`src/common/ipp_pkg.sv`:
```
package ipp_pkg;

    // ------------------------------------------------------------
    // Sizes
    // ------------------------------------------------------------
    localparam int SLOTS = 8;
    localparam int AI_MAX_BYTES = 8;
    localparam int IN_BYTES = 16;
    localparam int OUT_BYTES = 16;
    localparam int IN_WORDS = IN_BYTES / 4;
    localparam int OUT_WORDS = OUT_BYTES / 4;

    // ------------------------------------------------------------
    // Register byte offsets
    // ------------------------------------------------------------
    localparam logic [11:0] OFF_OBJ_SEL = 12'h000;
    localparam logic [11:0] OFF_OBJ_DATA = 12'h004;
    localparam logic [11:0] OFF_LAYOUT = 12'h008;
    localparam logic [11:0] OFF_SLOT_CFG = 12'h00C;
    localparam logic [11:0] OFF_IRQ_STAT = 12'h010;
    localparam logic [11:0] OFF_IRQ_MASK = 12'h014;
    localparam logic [11:0] OFF_IMG_LEN = 12'h018;

    // ------------------------------------------------------------
    // Object indexes
    // ------------------------------------------------------------
    localparam logic [15:0] OBJ_IN_IMAGE = 16'h5000;
    localparam logic [15:0] OBJ_OUT_IMAGE = 16'h5001;
    localparam logic [15:0] OBJ_DIG_IN = 16'h6000;
    localparam logic [15:0] OBJ_DIG_IN_ALT = 16'h2000;
    localparam logic [15:0] OBJ_DIG_OUT = 16'h6200;
    localparam logic [15:0] OBJ_DIG_OUT_ALT = 16'h2100;

    // ------------------------------------------------------------
    // Reset values
    // ------------------------------------------------------------
    localparam logic [31:0] RST_OBJ_SEL = 32'h0000_0000;
    localparam logic [31:0] RST_SLOT_CFG = 32'h0000_0000;
    localparam logic [3:0] RST_AI_BYTES = 4'h0;
    localparam logic [4:0] RST_AO_BYTES = 5'h00;
    localparam logic [4:0] RST_DO_BYTES = 5'h00;
    localparam logic [2:0] RST_IRQ = 3'h0;
    localparam logic [127:0] RST_OUT_IMAGE = 128'h0;

    // ------------------------------------------------------------
    // Interrupt bit positions
    // ------------------------------------------------------------
    localparam int IRQ_FAULT = 0;
    localparam int IRQ_OUT_WR = 1;
    localparam int IRQ_OBJ_ERR = 2;
    localparam int IRQ_BITS = 3;

    // ------------------------------------------------------------
    // Module kinds per slot
    // ------------------------------------------------------------
    typedef enum logic [3:0] {
        KIND_NONE = 4'h0,
        KIND_DI1_DIAG = 4'h1,
        KIND_DI2 = 4'h2,
        KIND_DI2_DIAG = 4'h3,
        KIND_DI4 = 4'h4,
        KIND_DI8 = 4'h5
    } ipp_kind_t;

    typedef struct packed {
        logic [7:0] bits;
        logic [3:0] width;
    } ipp_field_t;

    typedef struct packed {
        logic [4:0] do_bytes;
        logic [4:0] ao_bytes;
        logic [3:0] ai_bytes;
    } ipp_layout_t;

endpackage

```
`src/design/ipp_slot_field.sv`:
```
`timescale 1ns/1ps
module ipp_slot_field
(
    // Slot configuration
    input wire logic [3:0] kind,
    // Channel signals
    input wire logic [7:0] chan_state,
    input wire logic [7:0] chan_fault,
    // Packed field
    output ipp_pkg::ipp_field_t field
);

    always_comb
    begin
        field.bits = 8'h00;
        field.width = 4'h0;
        unique case (kind)
            ipp_pkg::KIND_DI1_DIAG:
            begin
                field.bits = {6'h00, chan_fault[0], chan_state[0]};
                field.width = 4'h2;
            end
            ipp_pkg::KIND_DI2:
            begin
                field.bits = {6'h00, chan_state[1:0]};
                field.width = 4'h2;
            end
            ipp_pkg::KIND_DI2_DIAG:
            begin
                field.bits = {4'h0, chan_fault[1:0], chan_state[1:0]};
                field.width = 4'h4;
            end
            ipp_pkg::KIND_DI4:
            begin
                field.bits = {4'h0, chan_state[3:0]};
                field.width = 4'h4;
            end
            ipp_pkg::KIND_DI8:
            begin
                field.bits = chan_state;
                field.width = 4'h8;
            end
            default:
            begin
                field.bits = 8'h00;
                field.width = 4'h0;
            end
        endcase
    end

endmodule

```
`src/design/ipp_packer.sv`:
```
`timescale 1ns/1ps
module ipp_packer
(
    // Clock and reset
    input wire logic pclk,
    input wire logic presetn,
    // APB slave
    input wire logic psel,
    input wire logic penable,
    input wire logic pwrite,
    input wire logic [11:0] paddr,
    input wire logic [31:0] pwdata,
    input wire logic [3:0] pstrb,
    output logic [31:0] prdata,
    output logic pready,
    output logic pslverr,
    // Field side inputs
    input wire logic [ipp_pkg::SLOTS*8-1:0] chan_state,
    input wire logic [ipp_pkg::SLOTS*8-1:0] chan_fault,
    input wire logic [ipp_pkg::AI_MAX_BYTES*8-1:0] ai_data,
    // Field side outputs
    output logic [ipp_pkg::OUT_BYTES*8-1:0] out_image,
    output logic irq
);

    // ------------------------------------------------------------
    // Registers
    // ------------------------------------------------------------
    logic [31:0] obj_sel_r;
    logic [31:0] slot_cfg_r;
    ipp_pkg::ipp_layout_t layout_r;
    logic [ipp_pkg::IRQ_BITS-1:0] irq_stat_r;
    logic [ipp_pkg::IRQ_BITS-1:0] irq_mask_r;
    logic [ipp_pkg::IN_BYTES*8-1:0] in_img_r;
    logic [ipp_pkg::SLOTS*8-1:0] fault_prev_r;
    logic [31:0] prdata_nxt;
    logic pslverr_nxt;

    logic [15:0] obj_index;
    logic [7:0] obj_sub;
    assign obj_index = obj_sel_r[15:0];
    assign obj_sub = obj_sel_r[23:16];

    // ------------------------------------------------------------
    // Per-slot fields
    // ------------------------------------------------------------
    ipp_pkg::ipp_field_t field [ipp_pkg::SLOTS];

    genvar gs;
    generate
        for (gs = 0; gs < ipp_pkg::SLOTS; gs++)
        begin : g_slot
            ipp_slot_field u_field
            (
                .kind(slot_cfg_r[gs*4 +: 4]),
                .chan_state(chan_state[gs*8 +: 8]),
                .chan_fault(chan_fault[gs*8 +: 8]),
                .field(field[gs])
            );
        end
    endgenerate

    // ------------------------------------------------------------
    // Bit packing
    // ------------------------------------------------------------
    logic [ipp_pkg::SLOTS*8-1:0] dig_bits;
    logic [6:0] dig_len;
    logic [3:0] di_bytes;
    logic [ipp_pkg::IN_BYTES*8-1:0] in_img_c;
    logic [6:0] ai_shift;

    always_comb
    begin
        dig_bits = '0;
        dig_len = 7'h00;
        for (int s = 0; s < ipp_pkg::SLOTS; s++)
        begin
            // Contiguous, slot order, no word alignment
            dig_bits = dig_bits
                | (64'(field[s].bits) << dig_len);
            dig_len = dig_len + 7'(field[s].width);
        end
    end

    assign di_bytes = 4'((dig_len + 7'h07) >> 3);
    assign ai_shift = {layout_r.ai_bytes, 3'b000};

    always_comb
    begin
        // Analog bytes first, digital bytes right after
        in_img_c = (128'(dig_bits) << ai_shift)
            | (128'(ai_data) & ~({128{1'b1}} << ai_shift));
    end

    always_ff @(posedge pclk or negedge presetn)
    begin
        if (!presetn)
            in_img_r <= '0;
        else
            in_img_r <= in_img_c;
    end

    // ------------------------------------------------------------
    // APB decode
    // ------------------------------------------------------------
    logic setup;
    logic wr_en;
    logic [4:0] do_pos;
    logic [4:0] di_pos;
    logic is_in_img;
    logic is_out_img;
    logic is_dig_in;
    logic is_dig_out;
    logic sub_word_ok;
    logic do_sub_ok;
    logic di_sub_ok;
    logic obj_err;

    assign setup = psel & ~penable;
    assign wr_en = psel & penable & pready & pwrite;

    assign is_in_img = (obj_index == ipp_pkg::OBJ_IN_IMAGE);
    assign is_out_img = (obj_index == ipp_pkg::OBJ_OUT_IMAGE);
    assign is_dig_in = (obj_index == ipp_pkg::OBJ_DIG_IN)
        || (obj_index == ipp_pkg::OBJ_DIG_IN_ALT);
    assign is_dig_out = (obj_index == ipp_pkg::OBJ_DIG_OUT)
        || (obj_index == ipp_pkg::OBJ_DIG_OUT_ALT);
    assign sub_word_ok = (obj_sub < 8'(ipp_pkg::IN_WORDS));
    assign di_sub_ok = (obj_sub != 8'h00) && (obj_sub <= 8'(di_bytes));
    assign do_sub_ok = (obj_sub != 8'h00)
        && (obj_sub <= 8'(layout_r.do_bytes))
        && (do_pos < 5'(ipp_pkg::OUT_BYTES));
    assign di_pos = 5'(layout_r.ai_bytes) + obj_sub[4:0] - 5'h01;
    assign do_pos = layout_r.ao_bytes + obj_sub[4:0] - 5'h01;

    // Object data access validity
    always_comb
    begin
        obj_err = 1'b1;
        if (is_in_img)
            obj_err = pwrite | ~sub_word_ok;
        else if (is_out_img)
            obj_err = ~sub_word_ok;
        else if (is_dig_in)
            obj_err = pwrite | ((obj_sub != 8'h00) & ~di_sub_ok);
        else if (is_dig_out)
            obj_err = (obj_sub != 8'h00) & ~do_sub_ok;
    end

    // Read mux and error answer
    always_comb
    begin
        prdata_nxt = 32'h0000_0000;
        pslverr_nxt = 1'b0;
        unique case (paddr)
            ipp_pkg::OFF_OBJ_SEL:
                prdata_nxt = {8'h00, obj_sel_r[23:0]};
            ipp_pkg::OFF_OBJ_DATA:
            begin
                pslverr_nxt = obj_err;
                if (obj_err)
                    prdata_nxt = 32'h0000_0000;
                else if (is_in_img)
                    prdata_nxt = in_img_r[{obj_sub[1:0], 5'h00} +: 32];
                else if (is_out_img)
                    prdata_nxt = out_image[{obj_sub[1:0], 5'h00} +: 32];
                else if (is_dig_in && obj_sub == 8'h00)
                    prdata_nxt = {28'h000_0000, di_bytes};
                else if (is_dig_in)
                    prdata_nxt = {24'h00_0000,
                        in_img_r[{di_pos[3:0], 3'b000} +: 8]};
                else if (obj_sub == 8'h00)
                    prdata_nxt = {27'h000_0000, layout_r.do_bytes};
                else
                    prdata_nxt = {24'h00_0000,
                        out_image[{do_pos[3:0], 3'b000} +: 8]};
            end
            ipp_pkg::OFF_LAYOUT:
                prdata_nxt = {11'h000, layout_r.do_bytes, 3'h0,
                    layout_r.ao_bytes, 4'h0, layout_r.ai_bytes};
            ipp_pkg::OFF_SLOT_CFG:
                prdata_nxt = slot_cfg_r;
            ipp_pkg::OFF_IRQ_STAT:
                prdata_nxt = {29'h0000_0000, irq_stat_r};
            ipp_pkg::OFF_IRQ_MASK:
                prdata_nxt = {29'h0000_0000, irq_mask_r};
            ipp_pkg::OFF_IMG_LEN:
                prdata_nxt = {16'h0000, 4'h0, di_bytes, 4'h0,
                    4'(layout_r.ai_bytes + di_bytes)};
            default:
                pslverr_nxt = 1'b1;
        endcase
    end

    // One wait-free access phase per transfer
    always_ff @(posedge pclk or negedge presetn)
    begin
        if (!presetn)
        begin
            pready <= 1'b0;
            pslverr <= 1'b0;
            prdata <= 32'h0000_0000;
        end
        else
        begin
            pready <= setup;
            if (setup)
            begin
                pslverr <= pslverr_nxt;
                prdata <= pwrite ? 32'h0000_0000 : prdata_nxt;
            end
            else
            begin
                pslverr <= 1'b0;
                prdata <= 32'h0000_0000;
            end
        end
    end

    // ------------------------------------------------------------
    // Configuration registers
    // ------------------------------------------------------------
    logic [3:0] ai_wr;
    assign ai_wr = (pwdata[3:0] > 4'(ipp_pkg::AI_MAX_BYTES))
        ? 4'(ipp_pkg::AI_MAX_BYTES) : pwdata[3:0];

    always_ff @(posedge pclk or negedge presetn)
    begin
        if (!presetn)
        begin
            obj_sel_r <= ipp_pkg::RST_OBJ_SEL;
            slot_cfg_r <= ipp_pkg::RST_SLOT_CFG;
            layout_r.ai_bytes <= ipp_pkg::RST_AI_BYTES;
            layout_r.ao_bytes <= ipp_pkg::RST_AO_BYTES;
            layout_r.do_bytes <= ipp_pkg::RST_DO_BYTES;
            irq_mask_r <= ipp_pkg::RST_IRQ;
        end
        else if (wr_en && !pslverr)
        begin
            unique case (paddr)
                ipp_pkg::OFF_OBJ_SEL:
                    obj_sel_r <= {8'h00, pwdata[23:0]};
                ipp_pkg::OFF_LAYOUT:
                begin
                    layout_r.ai_bytes <= ai_wr;
                    layout_r.ao_bytes <= pwdata[12:8];
                    layout_r.do_bytes <= pwdata[20:16];
                end
                ipp_pkg::OFF_SLOT_CFG:
                    slot_cfg_r <= pwdata;
                ipp_pkg::OFF_IRQ_MASK:
                    irq_mask_r <= pwdata[ipp_pkg::IRQ_BITS-1:0];
                default:
                    obj_sel_r <= obj_sel_r;
            endcase
        end
    end

    // ------------------------------------------------------------
    // Output image
    // ------------------------------------------------------------
    logic obj_wr;
    logic out_wr;
    assign obj_wr = wr_en && (paddr == ipp_pkg::OFF_OBJ_DATA);
    assign out_wr = obj_wr && !pslverr && (is_out_img
        || (is_dig_out && obj_sub != 8'h00));

    always_ff @(posedge pclk or negedge presetn)
    begin
        if (!presetn)
            out_image <= ipp_pkg::RST_OUT_IMAGE;
        else if (out_wr && is_out_img)
        begin
            for (int b = 0; b < 4; b++)
                if (pstrb[b])
                    out_image[{obj_sub[1:0], 5'h00} + 7'(b*8) +: 8]
                        <= pwdata[b*8 +: 8];
        end
        else if (out_wr && pstrb[0])
            out_image[{do_pos[3:0], 3'b000} +: 8] <= pwdata[7:0];
    end

    // ------------------------------------------------------------
    // Interrupts
    // ------------------------------------------------------------
    logic [ipp_pkg::IRQ_BITS-1:0] irq_set;
    logic [ipp_pkg::IRQ_BITS-1:0] irq_clr;
    logic fault_arm_r;

    always_comb
    begin
        irq_set = '0;
        // First sample after reset only primes the edge detector
        irq_set[ipp_pkg::IRQ_FAULT] = fault_arm_r
            & |(chan_fault & ~fault_prev_r);
        irq_set[ipp_pkg::IRQ_OUT_WR] = out_wr;
        irq_set[ipp_pkg::IRQ_OBJ_ERR] = obj_wr & pslverr;
        irq_clr = '0;
        if (wr_en && paddr == ipp_pkg::OFF_IRQ_STAT)
            irq_clr = pwdata[ipp_pkg::IRQ_BITS-1:0];
    end

    always_ff @(posedge pclk or negedge presetn)
    begin
        if (!presetn)
        begin
            fault_prev_r <= '0;
            fault_arm_r <= 1'b0;
            irq_stat_r <= ipp_pkg::RST_IRQ;
            irq <= 1'b0;
        end
        else
        begin
            fault_prev_r <= chan_fault;
            fault_arm_r <= 1'b1;
            // Set beats clear in the same cycle
            irq_stat_r <= (irq_stat_r & ~irq_clr) | irq_set;
            irq <= |(((irq_stat_r & ~irq_clr) | irq_set) & irq_mask_r);
        end
    end

endmodule

```
`config.mk`:
```
export PLATFORM = sky130hd
export DESIGN_NAME = ipp_packer
export DESIGN_NICKNAME = d
export VERILOG_FILES = /design/src/common/ipp_pkg.sv /design/src/design/ipp_slot_field.sv /design/src/design/ipp_packer.sv
export SDC_FILE = /design/constraint.sdc
export NUM_CORES = 2
export LEC_CHECK = 0
export ABC_AREA = 1
export BUFFER_PORTS_ARGS = -buffer_cell sky130_fd_sc_hd__buf_2
export CORE_ASPECT_RATIO = 0.8
export CORE_MARGIN = 1.5
export CORE_UTILIZATION = 35
export CTS_CLUSTER_SIZE = 8
export DETAILED_ROUTE_END_ITERATION = 10
export PLACE_DENSITY = 0.55
export SYNTH_ARGS = -nofsm -noshare
export SYNTH_HDL_FRONTEND = slang
export SYNTH_SLANG_ARGS = --single-unit
export TNS_END_PERCENT = 100
```
`constraint.sdc`:
```
create_clock -name pclk -period 13.15 [get_ports pclk]
set_input_delay 1.315 -clock pclk [delete_from_list [all_inputs] [get_ports pclk]]
set_output_delay 1.315 -clock pclk [all_outputs]
set_load 0.01 [all_outputs]
```
==> metrics.yaml <==
power:
  swShare_pct: 25.5
  clock_power_share_pct: 51.5
  combPwrFrac_pct: 5.3
  p_total_mw: 3.15
  p_switching_mw: 0.804
  internal_power_mw: 2.35
  peakVddDrop_uv: 75.7
  p_seq_share_pct: 43.2
  leakagePower_nw: 19.5
  power.density_nw_per_um2: 79.0
route:
  dr.pass1.iters: 6
  drt_iter0_drc: 6471
  routedWlPerCell_um: 26.0
  drcViolationCount: 0
  vias: 42192
  routed_via_density: 5.86
  routed_wl_um: 188000
  ant_nets: 0
logic_synthesis:
  syn_inst: 5660
  synth.top_cell.area_share_pct: 30.7
  syn-num-nets: 5968
  synthesis.area_um2: 35200
  synth_top_area_cell: "dfrtp_1"
  synthArstFlopShare_pct: 100
  ys_seq_area_share_pct: 30.7
  synth_commonest_cells: "1489 x nand2_1, 771 x nand3_1, 564 x inv_1"
  avgSynthCellArea_um2: 6.21
  ys.flop_type: "dfrtp_1"
  synth_edf_count: 0
  synthTopCellsByArea: "dfrtp_1 31%, nand2_1 16%, nand3_1 11%"
  synth_warnings: 0
  ys_ff_latch: 432
  synth.most_common_cell: "nand2_1"
  ys_types: 58
final_layout:
  syn_to_final_growth_pct: 13.4
  drive_gt1_share_pct: 10.7
  final_cells: 7205
  fin_area_um2: 39900
  fin_nets: 6178
clock_network:
  clock-sinks: 432
  h-tree-depth: 3
  ctsResizeCount: 0
  cts_root_buf: "clkbuf_16"
  numCtsBuffers: 67
  cts_tree: "yes"
  clock_path_buffers: 3
  clk_latency_ns: 0.63
  clk_pin_slew_ns: 0.05
  post_cts.repair.setup_buffers: 0
  cts_hold_buf: 0
floorplan:
  fp-row-count: 103
  dieArea_um2: 102000
  pin_count: 408
  die_w_um: 357
  start_util_pct: 35.5
  die_height_um: 287
  core-area_um2: 99100
sta:
  worstMarginPinSlew_ns: 1.37
  finalMaxSlewViolations: 0
  fin_crit_sh_pct: 91.1
  period_needed_ns: 11.99
  finalSetupViolCount: 0
  rsz0062_at_grt: "false"
  finalHoldViolCount: 0
  relSlewSlack_pct: 7.87
  fmax_mhz: 83.4
  final.setup_skew_ns: 0.0291
  postLayoutSetupSlackWorst_ns: 1.16
  fin_setup_tns_ns: 0
min_path:
  hold_class: "reg2reg"
worst_setup_path:
  r2r_slack_ns: 1.16
  critPathLaunchType: "flip-flop"
  worst-path-buf-inv: 8
  critical-path-top-cell-by-count: "nand2_1"
  cp-end-kind: "flip-flop"
  slowest_stage: "fa_1"
  max_stage_delay_ns: 0.92
  path_delay_family: "adder cells"
  path_max_fanout: 19
  path_class: "reg2reg"
  required_ns: 13.67
  arrival_ns: 12.51
grt:
  grt-ovfl-total: 0
  grt_usage_pct: 35.5
  grt_max_degree: 160
  antenna_found_initial: 19
  first_global_vias: 37943
  grt_pass1_wl_um: 265000
placement:
  dp_hpwl_um: 148000
  dpl-instance-area_um2: 38000
  port_buffers: 407
  post-place-ws_ns: 1.35
  dp_cells: 7113
  gp_congestion: 1.05
run_status:
  status: "finished clean"
job:
  cap_violations: 0
-- worst register-to-register path: cells and delay by family, from the launching register on --
kind	cells	cell delay (ns)
AOI/OAI and AO/OA	8	1.44
xor gates and xnor gates	1	0.17
adders and majority gates	9	5.26
buffers and inverters	8	2.42
DFF	1	0.45
and+or+nand+nor	11	2.16
-- cell usage in the layout (no fill, tap or decap), drive strengths merged, types with 26 or more instances in the layout --
| cell type | netlist | layout |
|---|---|---|
| a21oi | 360 | 360 |
| mux2i | 41 | 41 |
| ha | 53 | 53 |
| o21ai | 556 | 556 |
| nor2 | 542 | 542 |
| clkbuf | 234 | 78 |
| nand4 | 113 | 113 |
| dfrtp | 432 | 432 |
| nand2 | 1505 | 1505 |
| a31oi | 37 | 37 |
| nand3 | 778 | 778 |
| nor3 | 48 | 48 |
| clkinv | 20 | 26 |
| inv | 574 | 575 |
| buf | 94 | 469 |
| o22ai | 67 | 67 |
-- registers in the layout, indices dropped and copies added, names as in the netlist --
register	flops
fault_arm_r	1
layout_r	10
irq	1
ai_shift	4
fault_prev_r	64
obj_sel_r	24
out_image	128
pready	1
irq_stat_r	3
prdata	32
irq_mask_r	3
in_img_r	128
pslverr	1
slot_cfg_r	32
-- per-layer routing --
layer,GRT usage (%),wire length (µm)
met5,0,107
met4,12.4,7160
met3,12.8,25700
met2,48.5,74200
met1,50.6,80500
-- final timing paths --
check,endpoint,cells after the start,startpoint
max,prdata[9],37,slot_cfg_r[1]
min,obj_sel_r[6],2,obj_sel_r[6]
max reg2reg,prdata[9],37,slot_cfg_r[1]
min reg2reg,obj_sel_r[6],2,obj_sel_r[6]
max in group asynchronous,in_img_r[17],2,presetn
min in group asynchronous,fault_prev_r[35],1,presetn
-- cells by family after synthesis --
family / count (synthesis) / synth area share [%]
AO/OA/AOI/OAI: 1147 / 17.9
buffers and inverters: 922 / 10.3
adder cells (fa/ha/maj): 63 / 2.45
multiplexers: 48 / 1.39
other: 1 / 0.0107
flip-flops: 432 / 30.7
AND/OR/NAND/NOR: 3032 / 36.8
XOR/XNOR: 15 / 0.374
-- cell type report --
| class | instances | area, µm² |
|---|---|---|
| Multi-Input combinational cell | 4306 | 20800 |
| Tap cell | 1312 | 1640 |
| Timing Repair Buffer | 469 | 2540 |
| Fill cell | 10849 | 59200 |
| Clock inverter | 9 | 98.8 |
| Antenna cell | 5 | 12.5 |
| Clock buffer | 78 | 1770 |
| Sequential cell | 432 | 10800 |
| Inverter | 594 | 2230 |
-- per-stage QoR --
stage | hold slack (ns) | util [%]
final | 0.488 | 40.2
after global routing | 0.527 | 40.2
after CTS | 0.495 | 40.2
after detailed placement | 0.479 | 38.3
after global placement | 0.468 | 38.3
after floorplan | 0.447 | -
-- power groups by stage --
stage / Combinational, mW / Clock [mW] / Sequential, mW
floorplan: 0.0417 / 0 / 1.38
global placement: 0.163 / 0 / 1.38
detailed placement: 0.164 / 0 / 1.38
CTS: 0.165 / 1.64 / 1.36
global route: 0.180 / 1.69 / 1.36
finish: 0.167 / 1.62 / 1.36
(Power assumes the default switching activity.)
